File: src/core/psc_cfg_map.svh
// Offsets, field positions, reset values and counts of the power stage controller block.
// Assumes an 8-bit register port with one-cycle strobes; offsets are register indices.
//
// What this block does
// - Four compare registers hold 12-bit values compared with the counter each step.
// - A compare match pulses a request and shapes the tied waveform output.
// - Last reset compare also holds a 4-bit fraction for flank width modulation.
// - Compare writes go through one shared 8-bit high byte, committed together.
// - Half duty mode copies second-part compares into first-part ones on the reset B low byte write.
// - Auto update hold applies buffered writes at cycle end if reset B written last.
// - Auto update hold prevails over manual update hold when both are set.
// - Manual update hold keeps buffered writes until the hold bit is cleared.
// - Mode field bits 4:3: one ramp, two ramp, four ramp, centre aligned.
// - Polarity bit cleared gives active low outputs, set gives active high.
// - Clock select bit set picks the fast clock input, cleared the slow.
// - Third unit matrix enable drives outputs from the matrix, polarity ignored.
// - Divider field divides the input clock by 1, 4, 16 or 64.
// - Balanced bit cleared modulates second on-time only, set modulates both.
// - Async fault control lets the fault input force that part's pins directly.
// - Chained start follows the ring predecessor's run, or its chained predecessor.
// - Writing one to the run request bit starts the unit.
// - Run request takes precedence over the same unit's chained start bit.
// - Finish-cycle bit completes the current cycle after run clears, unless chained.
// - Two identical input blocks A and B, each with its own control register.
// - Capture enable makes an event on the selected input capture the counter.
// - Input select picks the dedicated pin when cleared, comparator when set.
`ifndef PSC_CFG_MAP_SVH
`define PSC_CFG_MAP_SVH
`define PSC_AW 5
`define PSC_A_SA_L 5'h00
`define PSC_A_SA_H 5'h01
`define PSC_A_RA_L 5'h02
`define PSC_A_RA_H 5'h03
`define PSC_A_SB_L 5'h04
`define PSC_A_SB_H 5'h05
`define PSC_A_RB_L 5'h06
`define PSC_A_RB_H 5'h07
`define PSC_A_CNF0 5'h08
`define PSC_A_CNF2 5'h09
`define PSC_A_CTL0 5'h0a
`define PSC_A_CTL1 5'h0b
`define PSC_A_CTL2 5'h0c
`define PSC_A_FRCA 5'h0d
`define PSC_A_FRCB 5'h0e
`define PSC_A_OCFG 5'h0f
`define PSC_A_MTX 5'h10
`define PSC_A_CAP_L 5'h11
`define PSC_A_CAP_H 5'h12
`define PSC_A_STAT 5'h13
`define PSC_CNF_FIFTY 7
`define PSC_CNF_ALOCK 6
`define PSC_CNF_LOCK 5
`define PSC_CNF_MODE_HI 4
`define PSC_CNF_MODE_LO 3
`define PSC_CNF_POL 2
`define PSC_CNF_CLKSEL 1
`define PSC_CNF_OME 0
`define PSC_CTL_PRE_HI 7
`define PSC_CTL_PRE_LO 6
`define PSC_CTL_BFM 5
`define PSC_CTL_AOCB 4
`define PSC_CTL_AOCA 3
`define PSC_CTL_ARUN 2
`define PSC_CTL_CCYC 1
`define PSC_CTL_RUN 0
`define PSC_FRC_CAE 7
`define PSC_FRC_ISEL 6
`define PSC_DIV1_LAST 6'h00
`define PSC_DIV4_LAST 6'h03
`define PSC_DIV16_LAST 6'h0f
`define PSC_DIV64_LAST 6'h3f
`define PSC_RESET_REG 8'h00
`endif

File: src/core/psc_cfg_pkg.sv
// Types of the power stage controller block: bus carrier, modes and the state record.
// Assumes psc_cfg_map.svh supplies all numbers.
package psc_cfg_pkg;
  typedef enum logic [1:0] {psc_one_ramp, psc_two_ramp, psc_four_ramp, psc_centred} psc_mode_t;
  typedef struct packed {
    logic [4:0] addr;
    logic [7:0] wdata;
    logic wr;
    logic rd;
  } psc_bus_t;
  typedef struct packed {
    logic [11:0] sa;
    logic [11:0] ra;
    logic [11:0] sb;
    logic [11:0] rb;
    logic [3:0] frac;
    logic [7:0] ocfg;
    logic [7:0] mtx;
  } psc_shadow_t;
  typedef struct packed {
    psc_shadow_t sw;
    psc_shadow_t act;
    logic [7:0] temp;
    logic [7:0] cnf0;
    logic [7:0] cnf2;
    logic [7:0] ctl0;
    logic [7:0] ctl1;
    logic [7:0] ctl2;
    logic [7:0] frca;
    logic [7:0] frcb;
    logic rb_last;
    logic [3:0] sync1;
    logic [3:0] sync2;
    logic [3:0] sync3;
    logic [5:0] pre;
    logic [11:0] cnt;
    logic [1:0] ramp;
    logic down;
    logic running;
    logic [4:0] acc;
    logic [2:0] run;
    logic cyc_end;
    logic [3:0] match;
    logic [11:0] cap;
    logic cap_evt;
    logic [1:0] out_a;
    logic [1:0] out_b;
    logic idle;
    logic [7:0] rdata;
  } psc_state_t;
endpackage

File: src/core/psc_cfg.sv
// Configuration, control and waveform engine of the third power stage controller,
// with run/chained-start state for all three units of the ring.
// Assumes an 8-bit register port driven on sys_clk; clock and fault pins are asynchronous.
`timescale 1ns/1ps
`include "psc_cfg_map.svh"
module psc_cfg (
  input wire logic sys_clk,
  input wire logic rst_b,
  input wire psc_cfg_pkg::psc_bus_t bus,
  output logic [7:0] rdata,
  input wire logic fast_clock_input,
  input wire logic slow_clock_input,
  input wire logic dedicated_fault_input_pin,
  input wire logic comparator_output,
  output logic [1:0] waveform_output_a,
  output logic [1:0] waveform_output_a_oe,
  output logic [1:0] waveform_output_b,
  output logic [1:0] waveform_output_b_oe,
  output logic [3:0] compare_match,
  output logic cycle_end,
  output logic [2:0] unit_run,
  output logic capture_event,
  output logic [11:0] capture_value
);
  psc_cfg_pkg::psc_state_t s;
  psc_cfg_pkg::psc_state_t n;
  psc_cfg_pkg::psc_mode_t mode;
  logic [3:0] rise;
  logic src_rise;
  logic tick;
  logic [5:0] lim;
  logic carry;
  logic [11:0] ra_x;
  logic [11:0] rb_x;
  logic [11:0] endv;
  logic [1:0] last;
  logic end_now;
  logic act_a;
  logic act_b;
  logic lvl_a;
  logic lvl_b;
  logic upd;
  logic [2:0] r;
  logic [2:0] a;
  logic [2:0] want;
  logic ev_a;
  logic ev_b;
  logic fault_a;
  logic fault_b;

  always_comb begin
    n = s;
    n.sync1 = {comparator_output, dedicated_fault_input_pin, slow_clock_input,
               fast_clock_input};
    n.sync2 = s.sync1;
    n.sync3 = s.sync2;
    rise = s.sync2 & ~s.sync3;
    mode = psc_cfg_pkg::psc_mode_t'(s.cnf2[`PSC_CNF_MODE_HI:`PSC_CNF_MODE_LO]);
    // Source clocks are sampled pins, so the engine steps on their rising edges
    src_rise = s.cnf2[`PSC_CNF_CLKSEL] ? rise[0] : rise[1];
    case (s.ctl2[`PSC_CTL_PRE_HI:`PSC_CTL_PRE_LO])
      2'h0: lim = `PSC_DIV1_LAST;
      2'h1: lim = `PSC_DIV4_LAST;
      2'h2: lim = `PSC_DIV16_LAST;
      default: lim = `PSC_DIV64_LAST;
    endcase
    tick = src_rise && (s.pre == lim);
    if (src_rise) begin
      n.pre = (s.pre == lim) ? 6'h00 : s.pre + 6'h01;
    end
    // Fraction carry stretches the second on-time end, and the first too when balanced, by one count this cycle
    carry = s.acc[4];
    ra_x = s.act.ra + {11'h000, carry & s.ctl2[`PSC_CTL_BFM]};
    rb_x = s.act.rb + {11'h000, carry};
    case (mode)
      psc_cfg_pkg::psc_one_ramp: begin
        endv = rb_x;
        last = 2'h0;
      end
      psc_cfg_pkg::psc_two_ramp: begin
        endv = s.ramp[0] ? rb_x : ra_x;
        last = 2'h1;
      end
      psc_cfg_pkg::psc_four_ramp: begin
        last = 2'h3;
        case (s.ramp)
          2'h0: endv = s.act.sa;
          2'h1: endv = ra_x;
          2'h2: endv = s.act.sb;
          default: endv = rb_x;
        endcase
      end
      default: begin
        endv = rb_x;
        last = 2'h0;
      end
    endcase
    end_now = 1'b0;
    if (s.running && tick) begin
      if (mode == psc_cfg_pkg::psc_centred) begin
        if (!s.down) begin
          if (s.cnt >= endv) begin
            n.down = 1'b1;
          end else begin
            n.cnt = s.cnt + 12'h001;
          end
        end else if (s.cnt == 12'h000) begin
          n.down = 1'b0;
          end_now = 1'b1;
        end else begin
          n.cnt = s.cnt - 12'h001;
        end
      end else if (s.cnt >= endv) begin
        n.cnt = 12'h000;
        if (s.ramp == last) begin
          n.ramp = 2'h0;
          end_now = 1'b1;
        end else begin
          n.ramp = s.ramp + 2'h1;
        end
      end else begin
        n.cnt = s.cnt + 12'h001;
      end
    end
    n.cyc_end = end_now;
    if (end_now) begin
      n.acc = {1'b0, s.acc[3:0]} + {1'b0, s.act.frac};
    end
    // Each counter step compares all four registers
    n.match = 4'h0;
    if (s.running && tick) begin
      n.match = {s.cnt == s.act.rb, s.cnt == s.act.sb, s.cnt == s.act.ra,
                 s.cnt == s.act.sa};
    end
    case (mode)
      psc_cfg_pkg::psc_one_ramp: begin
        act_a = (s.cnt >= s.act.sa) && (s.cnt < ra_x);
        act_b = (s.cnt >= s.act.sb) && (s.cnt < rb_x);
      end
      psc_cfg_pkg::psc_two_ramp: begin
        act_a = (s.ramp == 2'h0) && (s.cnt >= s.act.sa);
        act_b = (s.ramp == 2'h1) && (s.cnt >= s.act.sb);
      end
      psc_cfg_pkg::psc_four_ramp: begin
        act_a = (s.ramp == 2'h1);
        act_b = (s.ramp == 2'h3);
      end
      default: begin
        act_a = s.cnt >= s.act.sa;
        act_b = s.cnt < s.act.sb;
      end
    endcase
    act_a = act_a && s.running;
    act_b = act_b && s.running;
    if (s.cnf2[`PSC_CNF_OME]) begin
      lvl_a = s.running && s.act.mtx[{1'b0, s.ramp}];
      lvl_b = s.running && s.act.mtx[{1'b1, s.ramp}];
    end else begin
      lvl_a = ~(s.cnf2[`PSC_CNF_POL] ^ act_a);
      lvl_b = ~(s.cnf2[`PSC_CNF_POL] ^ act_b);
    end
    n.out_a = {2{lvl_a}};
    n.out_b = {2{lvl_b}};
    n.idle = s.cnf2[`PSC_CNF_OME] ? 1'b0 : ~s.cnf2[`PSC_CNF_POL];
    // Ring of three: unit i follows unit i-1
    r = {s.ctl2[`PSC_CTL_RUN], s.ctl1[`PSC_CTL_RUN], s.ctl0[`PSC_CTL_RUN]};
    a = {s.ctl2[`PSC_CTL_ARUN], s.ctl1[`PSC_CTL_ARUN], s.ctl0[`PSC_CTL_ARUN]};
    for (int i = 0; i < 3; i++) begin
      want[i] = r[i] | (a[i] & (r[(i + 2) % 3] | (a[(i + 2) % 3] & r[(i + 1) % 3])));
    end
    n.run = want;
    if (want[2]) begin
      n.running = 1'b1;
    end else if (s.running && !(s.ctl2[`PSC_CTL_CCYC] && !s.ctl2[`PSC_CTL_ARUN] && !end_now)) begin
      n.running = 1'b0;
      n.cnt = 12'h000;
      n.ramp = 2'h0;
      n.down = 1'b0;
    end
    ev_a = s.frca[`PSC_FRC_ISEL] ? rise[3] : rise[2];
    ev_b = s.frcb[`PSC_FRC_ISEL] ? rise[3] : rise[2];
    n.cap_evt = (s.frca[`PSC_FRC_CAE] && ev_a) || (s.frcb[`PSC_FRC_CAE] && ev_b);
    if (n.cap_evt) begin
      n.cap = s.cnt;
    end
    // Held copies move to the engine; auto hold wins over manual hold
    upd = s.cnf2[`PSC_CNF_ALOCK] ? (s.cyc_end && s.rb_last) : !s.cnf2[`PSC_CNF_LOCK];
    if (upd) begin
      n.act = s.sw;
      if (s.cnf2[`PSC_CNF_ALOCK]) begin
        n.rb_last = 1'b0;
      end
    end
    n.rdata = 8'h00;
    if (bus.wr) begin
      case (bus.addr)
        `PSC_A_SA_H, `PSC_A_RA_H, `PSC_A_SB_H, `PSC_A_RB_H: n.temp = bus.wdata;
        `PSC_A_SA_L: begin
          n.sw.sa = {s.temp[3:0], bus.wdata};
          n.rb_last = 1'b0;
        end
        `PSC_A_RA_L: begin
          n.sw.ra = {s.temp[3:0], bus.wdata};
          n.rb_last = 1'b0;
        end
        `PSC_A_SB_L: begin
          n.sw.sb = {s.temp[3:0], bus.wdata};
          n.rb_last = 1'b0;
        end
        `PSC_A_RB_L: begin
          n.sw.rb = {s.temp[3:0], bus.wdata};
          n.sw.frac = s.temp[7:4];
          n.rb_last = 1'b1;
          if (s.cnf2[`PSC_CNF_FIFTY]) begin
            n.sw.ra = {s.temp[3:0], bus.wdata};
            n.sw.sa = s.sw.sb;
          end
        end
        `PSC_A_CNF0: n.cnf0 = bus.wdata;
        `PSC_A_CNF2: n.cnf2 = bus.wdata;
        `PSC_A_CTL0: n.ctl0 = bus.wdata;
        `PSC_A_CTL1: n.ctl1 = bus.wdata;
        `PSC_A_CTL2: n.ctl2 = bus.wdata;
        `PSC_A_FRCA: n.frca = bus.wdata;
        `PSC_A_FRCB: n.frcb = bus.wdata;
        `PSC_A_OCFG: begin
          n.sw.ocfg = bus.wdata;
          n.rb_last = 1'b0;
        end
        `PSC_A_MTX: begin
          n.sw.mtx = bus.wdata;
          n.rb_last = 1'b0;
        end
        default: n.temp = s.temp;
      endcase
    end
    if (bus.rd) begin
      case (bus.addr)
        `PSC_A_SA_L: n.rdata = s.sw.sa[7:0];
        `PSC_A_SA_H: n.rdata = {4'h0, s.sw.sa[11:8]};
        `PSC_A_RA_L: n.rdata = s.sw.ra[7:0];
        `PSC_A_RA_H: n.rdata = {4'h0, s.sw.ra[11:8]};
        `PSC_A_SB_L: n.rdata = s.sw.sb[7:0];
        `PSC_A_SB_H: n.rdata = {4'h0, s.sw.sb[11:8]};
        `PSC_A_RB_L: n.rdata = s.sw.rb[7:0];
        `PSC_A_RB_H: n.rdata = {s.sw.frac, s.sw.rb[11:8]};
        `PSC_A_CNF0: n.rdata = s.cnf0;
        `PSC_A_CNF2: n.rdata = s.cnf2;
        `PSC_A_CTL0: n.rdata = s.ctl0;
        `PSC_A_CTL1: n.rdata = s.ctl1;
        `PSC_A_CTL2: n.rdata = s.ctl2;
        `PSC_A_FRCA: n.rdata = s.frca;
        `PSC_A_FRCB: n.rdata = s.frcb;
        `PSC_A_OCFG: n.rdata = s.sw.ocfg;
        `PSC_A_MTX: n.rdata = s.sw.mtx;
        `PSC_A_CAP_L: n.rdata = s.cap[7:0];
        `PSC_A_CAP_H: n.rdata = {4'h0, s.cap[11:8]};
        `PSC_A_STAT: n.rdata = {2'h0, s.ramp, s.down, s.run};
        default: n.rdata = 8'h00;
      endcase
    end
  end

  always_ff @(posedge sys_clk or negedge rst_b) begin
    if (!rst_b) begin
      s <= '0;
    end else begin
      s <= n;
    end
  end

  // Fault path bypasses every flip-flop so a fault acts even with a stalled clock
  assign fault_a = s.frca[`PSC_FRC_ISEL] ? comparator_output : dedicated_fault_input_pin;
  assign fault_b = s.frcb[`PSC_FRC_ISEL] ? comparator_output : dedicated_fault_input_pin;
  assign waveform_output_a = (s.ctl2[`PSC_CTL_AOCA] && fault_a) ? {2{s.idle}} : s.out_a;
  assign waveform_output_b = (s.ctl2[`PSC_CTL_AOCB] && fault_b) ? {2{s.idle}} : s.out_b;
  assign waveform_output_a_oe = {s.act.ocfg[1], s.act.ocfg[0]};
  assign waveform_output_b_oe = {s.act.ocfg[3], s.act.ocfg[2]};
  assign rdata = s.rdata;
  assign compare_match = s.match;
  assign cycle_end = s.cyc_end;
  assign unit_run = s.run;
  assign capture_event = s.cap_evt;
  assign capture_value = s.cap;
endmodule

File: config.mk
export PLATFORM = sky130hd
export DESIGN_NAME = psc_cfg
export DESIGN_NICKNAME = d
export VERILOG_FILES = /design/src/core/psc_cfg_pkg.sv /design/src/core/psc_cfg.sv
export VERILOG_INCLUDE_DIRS = /design/src /design/src/core
export SDC_FILE = /design/constraint.sdc
export NUM_CORES = 1
export LEC_CHECK = 0
export BUFFER_PORTS_ARGS = -buffer_cell sky130_fd_sc_hd__buf_2
export CORE_MARGIN = 4
export CORE_UTILIZATION = 50
export CTS_CLUSTER_SIZE = 20
export DETAILED_ROUTE_END_ITERATION = 6
export HOLD_SLACK_MARGIN = 0.1
export PLACE_DENSITY = 0.69
export SLEW_MARGIN = 20
export SYNTH_ARGS = -nofsm -noshare
export SYNTH_HDL_FRONTEND = slang
export SYNTH_SLANG_ARGS = --single-unit
export TNS_END_PERCENT = 30
File: constraint.sdc
create_clock -name sys_clk -period 4.1 [get_ports sys_clk]
set_input_delay 0.82 -clock sys_clk [delete_from_list [all_inputs] [get_ports sys_clk]]
set_output_delay 0.82 -clock sys_clk [all_outputs]
set_load 0.03 [all_outputs]
==> Word-level counts from Yosys, hierarchy flattened <==
Index checks and enable logic that the tools add are counted.
{ "totals": {"input_bits": 21, "mem_bits_ro": 0, "out_inout_bits": 37, "ramBits": 0, "latchBits": 0, "elab_cells": 212, "reg_bits": 268, "n_memories": 0} }
{ "op_classes": {"mul": 0, "mux": 55, "n_addsub": 7, "n_reduce_logical": 47, "div": 0, "bitwise": 20, "order_cmp": 8, "n_shift": 0, "n_eq_ne": 34} }
{ "ops": {"columns": ["cell", "n"], "rows": [
  ["8-bit case mux with 20 select lines", 1],
  ["12-bit 2-to-1 mux", 6],
  ["12-bit case mux with 2 select lines", 3],
  ["12-bit equality test", 4],
  ["5-bit by 4-bit equality test with 1-bit output, second input constant", 8],
  ["12-bit >= comparator", 3],
  ["12-bit less-than comparator", 3],
  ["12-bit case mux with 3 select lines", 1],
  ["15-bit 2-to-1 mux", 2],
  ["1-bit 2-to-1 mux", 25],
  ["12-bit by 1-bit adder with 12-bit output", 2],
  ["24-bit 2-to-1 mux", 1],
  ["2-bit AND reduction", 12],
  ["5-bit by 3-bit equality test with 1-bit output, second input constant", 4],
  ["5-bit equality test, second input constant", 4],
  ["1-bit logical AND", 18],
  ["6-bit case mux with 3 select lines", 1],
  ["16-bit 2-to-1 mux", 1],
  ["12-bit by 1-bit adder with 12-bit output, second input constant", 1],
  ["12-bit logical NOT", 1],
  ["12-bit by 1-bit subtractor with 12-bit output, second input constant", 1],
  ["2-bit equality test, second input constant", 5],
  ["5-bit by 2-bit equality test with 1-bit output, second input constant", 2],
  ["2-bit 2-to-1 mux", 5],
  ["31 further kinds", 57]
]} }

==> Depth between registers and ports, before layout <==
{ "logic_depth": {"word_depth": 14, "mapped_depth": 19, "ltp_nobuf": 18} }

==> Worst setup path after synthesis <==
OpenSTA, ideal clock, no wires.
{ "synth_timing": {"kind": "register to register", "from": "register s[183] (netlist bit)", "to": "register s (netlist bit carry)", "stages_incl_launch_ff": 20, "arrival_time_ns": 3.603, "n_path_buf": 3, "required_ns": 3.975, "setup_slack_ns": 0.372, "setup_ns": 0.125, "period_less_slack_ns": 3.728, "path_cell_list": "dfrtp_1 -> clkbuf_1 -> and4_1 -> and3_1 -> clkbuf_1 -> nand2_1 -> xnor2_1 -> nand2_1 -> a221oi_1 -> a221oi_1 -> ha_1 -> nand3_1 -> nor2_1 -> a21oi_1 -> o21ai_2 -> inv_2 -> o31a_1 -> nor2b_1 -> buf_4 -> mux2_2"} }
{ "synth_between": {"elab_chain_cells": 7, "elab_cells_between_ends": 8, "cone_classes": "1 x add/sub; 1 x order compare; 6 x mux"} }
{ "synth_lines": {"columns": ["element", "line_no", "source"], "rows": [
  ["start: declaration", "psc_cfg.sv:25", "psc_cfg_pkg::psc_state_t s;"],
  ["start signal: assignment", "psc_cfg.sv:268", "s <= n;"],
  ["12-bit by 1-bit adder with 12-bit output (*)", "psc_cfg.sv:73", "ra_x = s.act.ra + {11'h000, carry & s.ctl2[`PSC_CTL_BFM]};"],
  ["12-bit case mux with 3 select lines / 12-bit 2-to-1 mux (equally long branches)", "psc_cfg.sv:86, psc_cfg.sv:81", null],
  ["12-bit case mux with 2 select lines (*)", "psc_cfg.sv:75", "case (mode)"],
  ["12-bit >= comparator (*)", "psc_cfg.sv:113", "end else if (s.cnt >= endv) begin"],
  ["1-bit 2-to-1 mux (*)", "psc_cfg.sv:113", null],
  ["1-bit 2-to-1 mux (*)", "psc_cfg.sv:100", "if (mode == psc_cfg_pkg::psc_centred) begin"],
  ["1-bit 2-to-1 mux (*)", "psc_cfg.sv:99", "if (s.running && tick) begin"]
]} }
Mark *: on every way between the ends. The rest lies on a longest branch, timed or not.
A chain may end at the register's enable or synchronous reset.

==> summary.md <==
| Metric | Value |
|---|---|
| Routed Antenna Nets | 0 |
| Fillcell total | 2,489 |
| Final setup margin | 323.4 ps |
| Max stage delay on crit path | around 540 ps |
| Most frequent cells in the layout | dfrtp_1 (267), mux2_2 (183), nand2_1 (111) |
| Routed wire length | between 40,000 and 50,000 um |
| Vias | between 10k and 15k |
| H-tree depth | 1 |
| Initial Utilization | 0.5111 |
| WP data required | between 4000 and 5000 ps |
| # nets final | between 1.5k and 2k |
| LEAKAGE | ~7.4 nW |
| CP Launch Type | flop |
| Worst-skew pair later-pin latency | 590 ps |
| Layout cell share with drive strength beyond 1 | 0.2537 |
| Post-CTS sizing | 0 |
| Crit end category | flop |
| WP depth | 14 |
| CTS Buf Count | 30 |
| TritonCTS clock tree | yes |
| Slew margin rel. | 0.3527 |
| Port Buf Inserts | 57 |
| Crit path to | s[48]$_DFF_PN0_ |
| CTS root buf | clkbuf_16 |
| Worst Setup SP | s[42]$_DFF_PN0_ |
| Seq/Total Area, Yosys | 0.4522 |
| IR drop worst, VDD | 401.6 uV |
| Net Sw Frac | 0.3707 |
| CTS Hold Bufs | 0 |
| Row Count | 62 |
| Main combinational cell family by area after synthesis | multiplexers |
| Slew Viols, Final | 0 |
| Chip width | ~180 um |
| Worst-Margin Slew | 965.7 ps |
| Power share of the clock group | 0.280 |
| GP Congestion | between 0.9 and 1 |
| Multiplexer area fraction after synthesis | 0.1530 |
| Max Freq | between 200 and 300 MHz |
| Clock skew | about 28 ps |
| Post-route setup TNS | 0 ps |
| Post-Synth Simple-Gate Area | 0.1076 |
| Compound-Gate Fraction of Synth Area | 0.1406 |
| Worst reg2reg path endpoint | s[48]$_DFF_PN0_ |
| Total clock sinks | roughly 270 |
| Drt pass-1 iters | 7 |
| DP Area | approximately 16,000 um^2 |
| CORE AREA | approximately 29,000 um^2 |
| Post-synthesis xor/xnor area fraction | 0.03012 |
| Detailed-route wire length per cell | between 20 and 30 um |
| CP dominant cell by count | a21oi_1 |
| WHS | 246.9 ps |
| Setup Buffers After CTS | 0 |
| DR vias/cell | about 6.4 |
| Final-report setup violation count | 0 |
| Ys flop type | dfrtp_1 |
| Layout Cell Area excl Fill | roughly 17,000 um^2 |
| Mean Syn Cell Area | 10.83 um^2 |
| Sw power | 3.724 mW |
| DRC errors left | 0 |
| Type of the most critical hold path | primary input to async pin |
| Number of global-route vias before repair | about 11k |
| Largest net degree at the start of global routing | 94 |
| Antenna violations before repair | 0 |
| Critical-path maximum fanout | 23 |
| Post-synth EDFFs | 0 |
| Sequential Area | about 6700 um^2 |
| Buf+Inv Stages, Crit Path | 2 |
| Worst Path Arrival | approximately 4300 ps |
| Crit-path leading delay family | compound AO/OA/AOI/OAI gates |
| Post-Syn Instances | approximately 1.4k |
| Net Count, Synth | 1,471 |
| I/O pins | 58 |
| GR Overflow Total | 0 |
| RSZ-0062 raised after global routing | false |
| Worst R2R Path Depth | 14 |
| Area of the mapped netlist | roughly 15,000 um^2 |
| Post-DP HPWL | ~33,000 um |
| FF+latch count, synth | 268 |
| Adder-cell share of the synthesized area | 0.06885 |
| First-pass GRT wire length | approximately 70,000 um |
| Internal cell power | 6.320 mW |
| PwrDens | 605.6 nW/um^2 |
| Worst path cell trace | inv_1 -> ha_1 -> a221oi_1 -> a221oi_2 -> a221oi_1 -> ha_1 -> a21oi_1 -> nand3_1 -> a21oi_1 -> o21ai_2 -> buf_4 -> o41ai_1 -> a21oi_1 -> a311oi_1 |
| Slowest CP cell | a221oi_1 |
| Synth unique cells | 75 |
| Status | complete, no violations |
| Die Y | roughly 180 um |
| Gr usage total | 0.2751 |
| Maxcap violations | 0 |
| Crit Path Category | flop to flop |
| Clock slew at reported path FFs | roughly 70 ps |
| Worst reg2reg path startpoint | s[42]$_DFF_PN0_ |
| Final Hold Viols | 0 |
| Die area | 32,480 um^2 |
| Clock Tree Buf Depth | 3 |
| Gate power share | 0.327 |
| Period utilization | 0.9211 |
| Place WS | 252.3 ps |
| Area delta synth->final | 11.85% |
| Seq pwr share | 0.393 |
| Commonest non-fill, non-tap cell in the layout | dfrtp_1 |
| Synth Warn # | 0 |
| Reg-to-reg slack, setup | 320 ps |
| FFs w/ async S/R, synth | 1.000 |
| 1st-iter DRT viols | approximately 1.2k |
| Antenna cell count | 0 |
| Multi-input logic area | 7461 um^2 |
| Post-layout min period | between 3000 and 4000 ps |
## worst min path at each step
| stage | end | slack (ps) | cells past startpoint |
|---|---|---|---|
| global route | s[83]$_DFFE_PN0P_ | 290 | 1 |
| CTS | s[214]$_DFFE_PN0P_ | 250 | 1 |
| finish | s[214]$_DFFE_PN0P_ | 250 | 1 |
| detailed placement | n[64]$_DFF_PN0_ | 340 | 0 |
| global placement | n[64]$_DFF_PN0_ | 330 | 0 |
| floorplan | n[61]$_DFF_PN0_ | 330 | 0 |
## through the flow
stage	total power, mW	cells	utilization
6_report	10.04	1815	0.5717
5_1_grt	10.59	1815	0.5717
4_1_cts	10.02	1815	0.5706
3_5_place_dp	7.177	1759	0.5345
3_3_place_gp	7.088	1759	0.5345
2_1_floorplan	6.089	1369	-
## logic make-up (layout without fill, tap and decap cells)
| family | Yosys count | in the layout |
|---|---|---|
| compound gates | 297 | 297 |
| xor+xnor | 51 | 51 |
| fa+ha+maj | 81 | 81 |
| buf+inv | 150 | 212 |
| flops | 268 | 268 |
| mux | 201 | 201 |
| simple gates | 321 | 321 |
## per-layer routing
metal  global-route usage  vias to the layer above  wire length (um)
li1                     -                     5107                 -
met1               0.3935                     5741             19290
met2               0.4199                      604             20200
met3              0.04138                      142              3681
met4               0.1180                        0              2595
met5                    0                        -                 0
## flip-flops by register name, summed over array words and instances (netlist names)
signal / flops
compare_match: 4
n: 8
waveform_output_a_oe: 2
r: 3
capture_value: 12
carry: 1
rdata: 8
a: 3
capture_event: 1
mode: 2
s: 218
waveform_output_b_oe: 2
unit_run: 3
cycle_end: 1
## final cells by class
class	count	area share
Sequential cell	268	0.4044
Timing Repair Buffer	107	0.04270
Clock inverter	15	0.01282
Tap cell	384	0.02897
Multi-Input combinational cell	951	0.4498
Clock buffer	41	0.05017
Inverter	49	0.01109
## cells in the mapped netlist, drive strengths merged, types with 8 or more instances
cell / number / area [um^2]
dfrtp: 268 / 6706
mux2: 185 / 2083
nand2: 111 / 416.7
ha: 80 / 1001
o21ai: 74 / 374.1
clkbuf: 58 / 219.0
nor2: 58 / 217.7
a21oi: 50 / 261.5
inv: 49 / 183.9
buf: 43 / 304.0
xnor2: 36 / 315.3
nand3: 31 / 160.1
nand4: 29 / 181.4
a22oi: 28 / 210.2
a221oi: 23 / 201.4
a22o: 17 / 148.9
a21o: 15 / 112.6
xor2: 15 / 131.4
and3: 14 / 87.58
mux2i: 14 / 140.1
nor3: 14 / 80.08
nand2b: 13 / 81.33
a222oi: 11 / 110.1
nor4: 10 / 62.56
a31oi: 8 / 65.06
o211ai: 8 / 60.06
o22ai: 8 / 50.05
## power groups by stage
| stage | registers, mW | logic [mW] | clock network [mW] |
|---|---|---|---|
| after floorplan | 3.65 | 2.44 | 0 |
| after global placement | 3.94 | 3.15 | 0 |
| after detailed placement | 3.96 | 3.22 | 0 |
| after CTS | 3.92 | 3.24 | 2.86 |
| after global routing | 4.00 | 3.62 | 2.97 |
| final | 3.95 | 3.28 | 2.81 |
(Power assumes the default switching activity.)
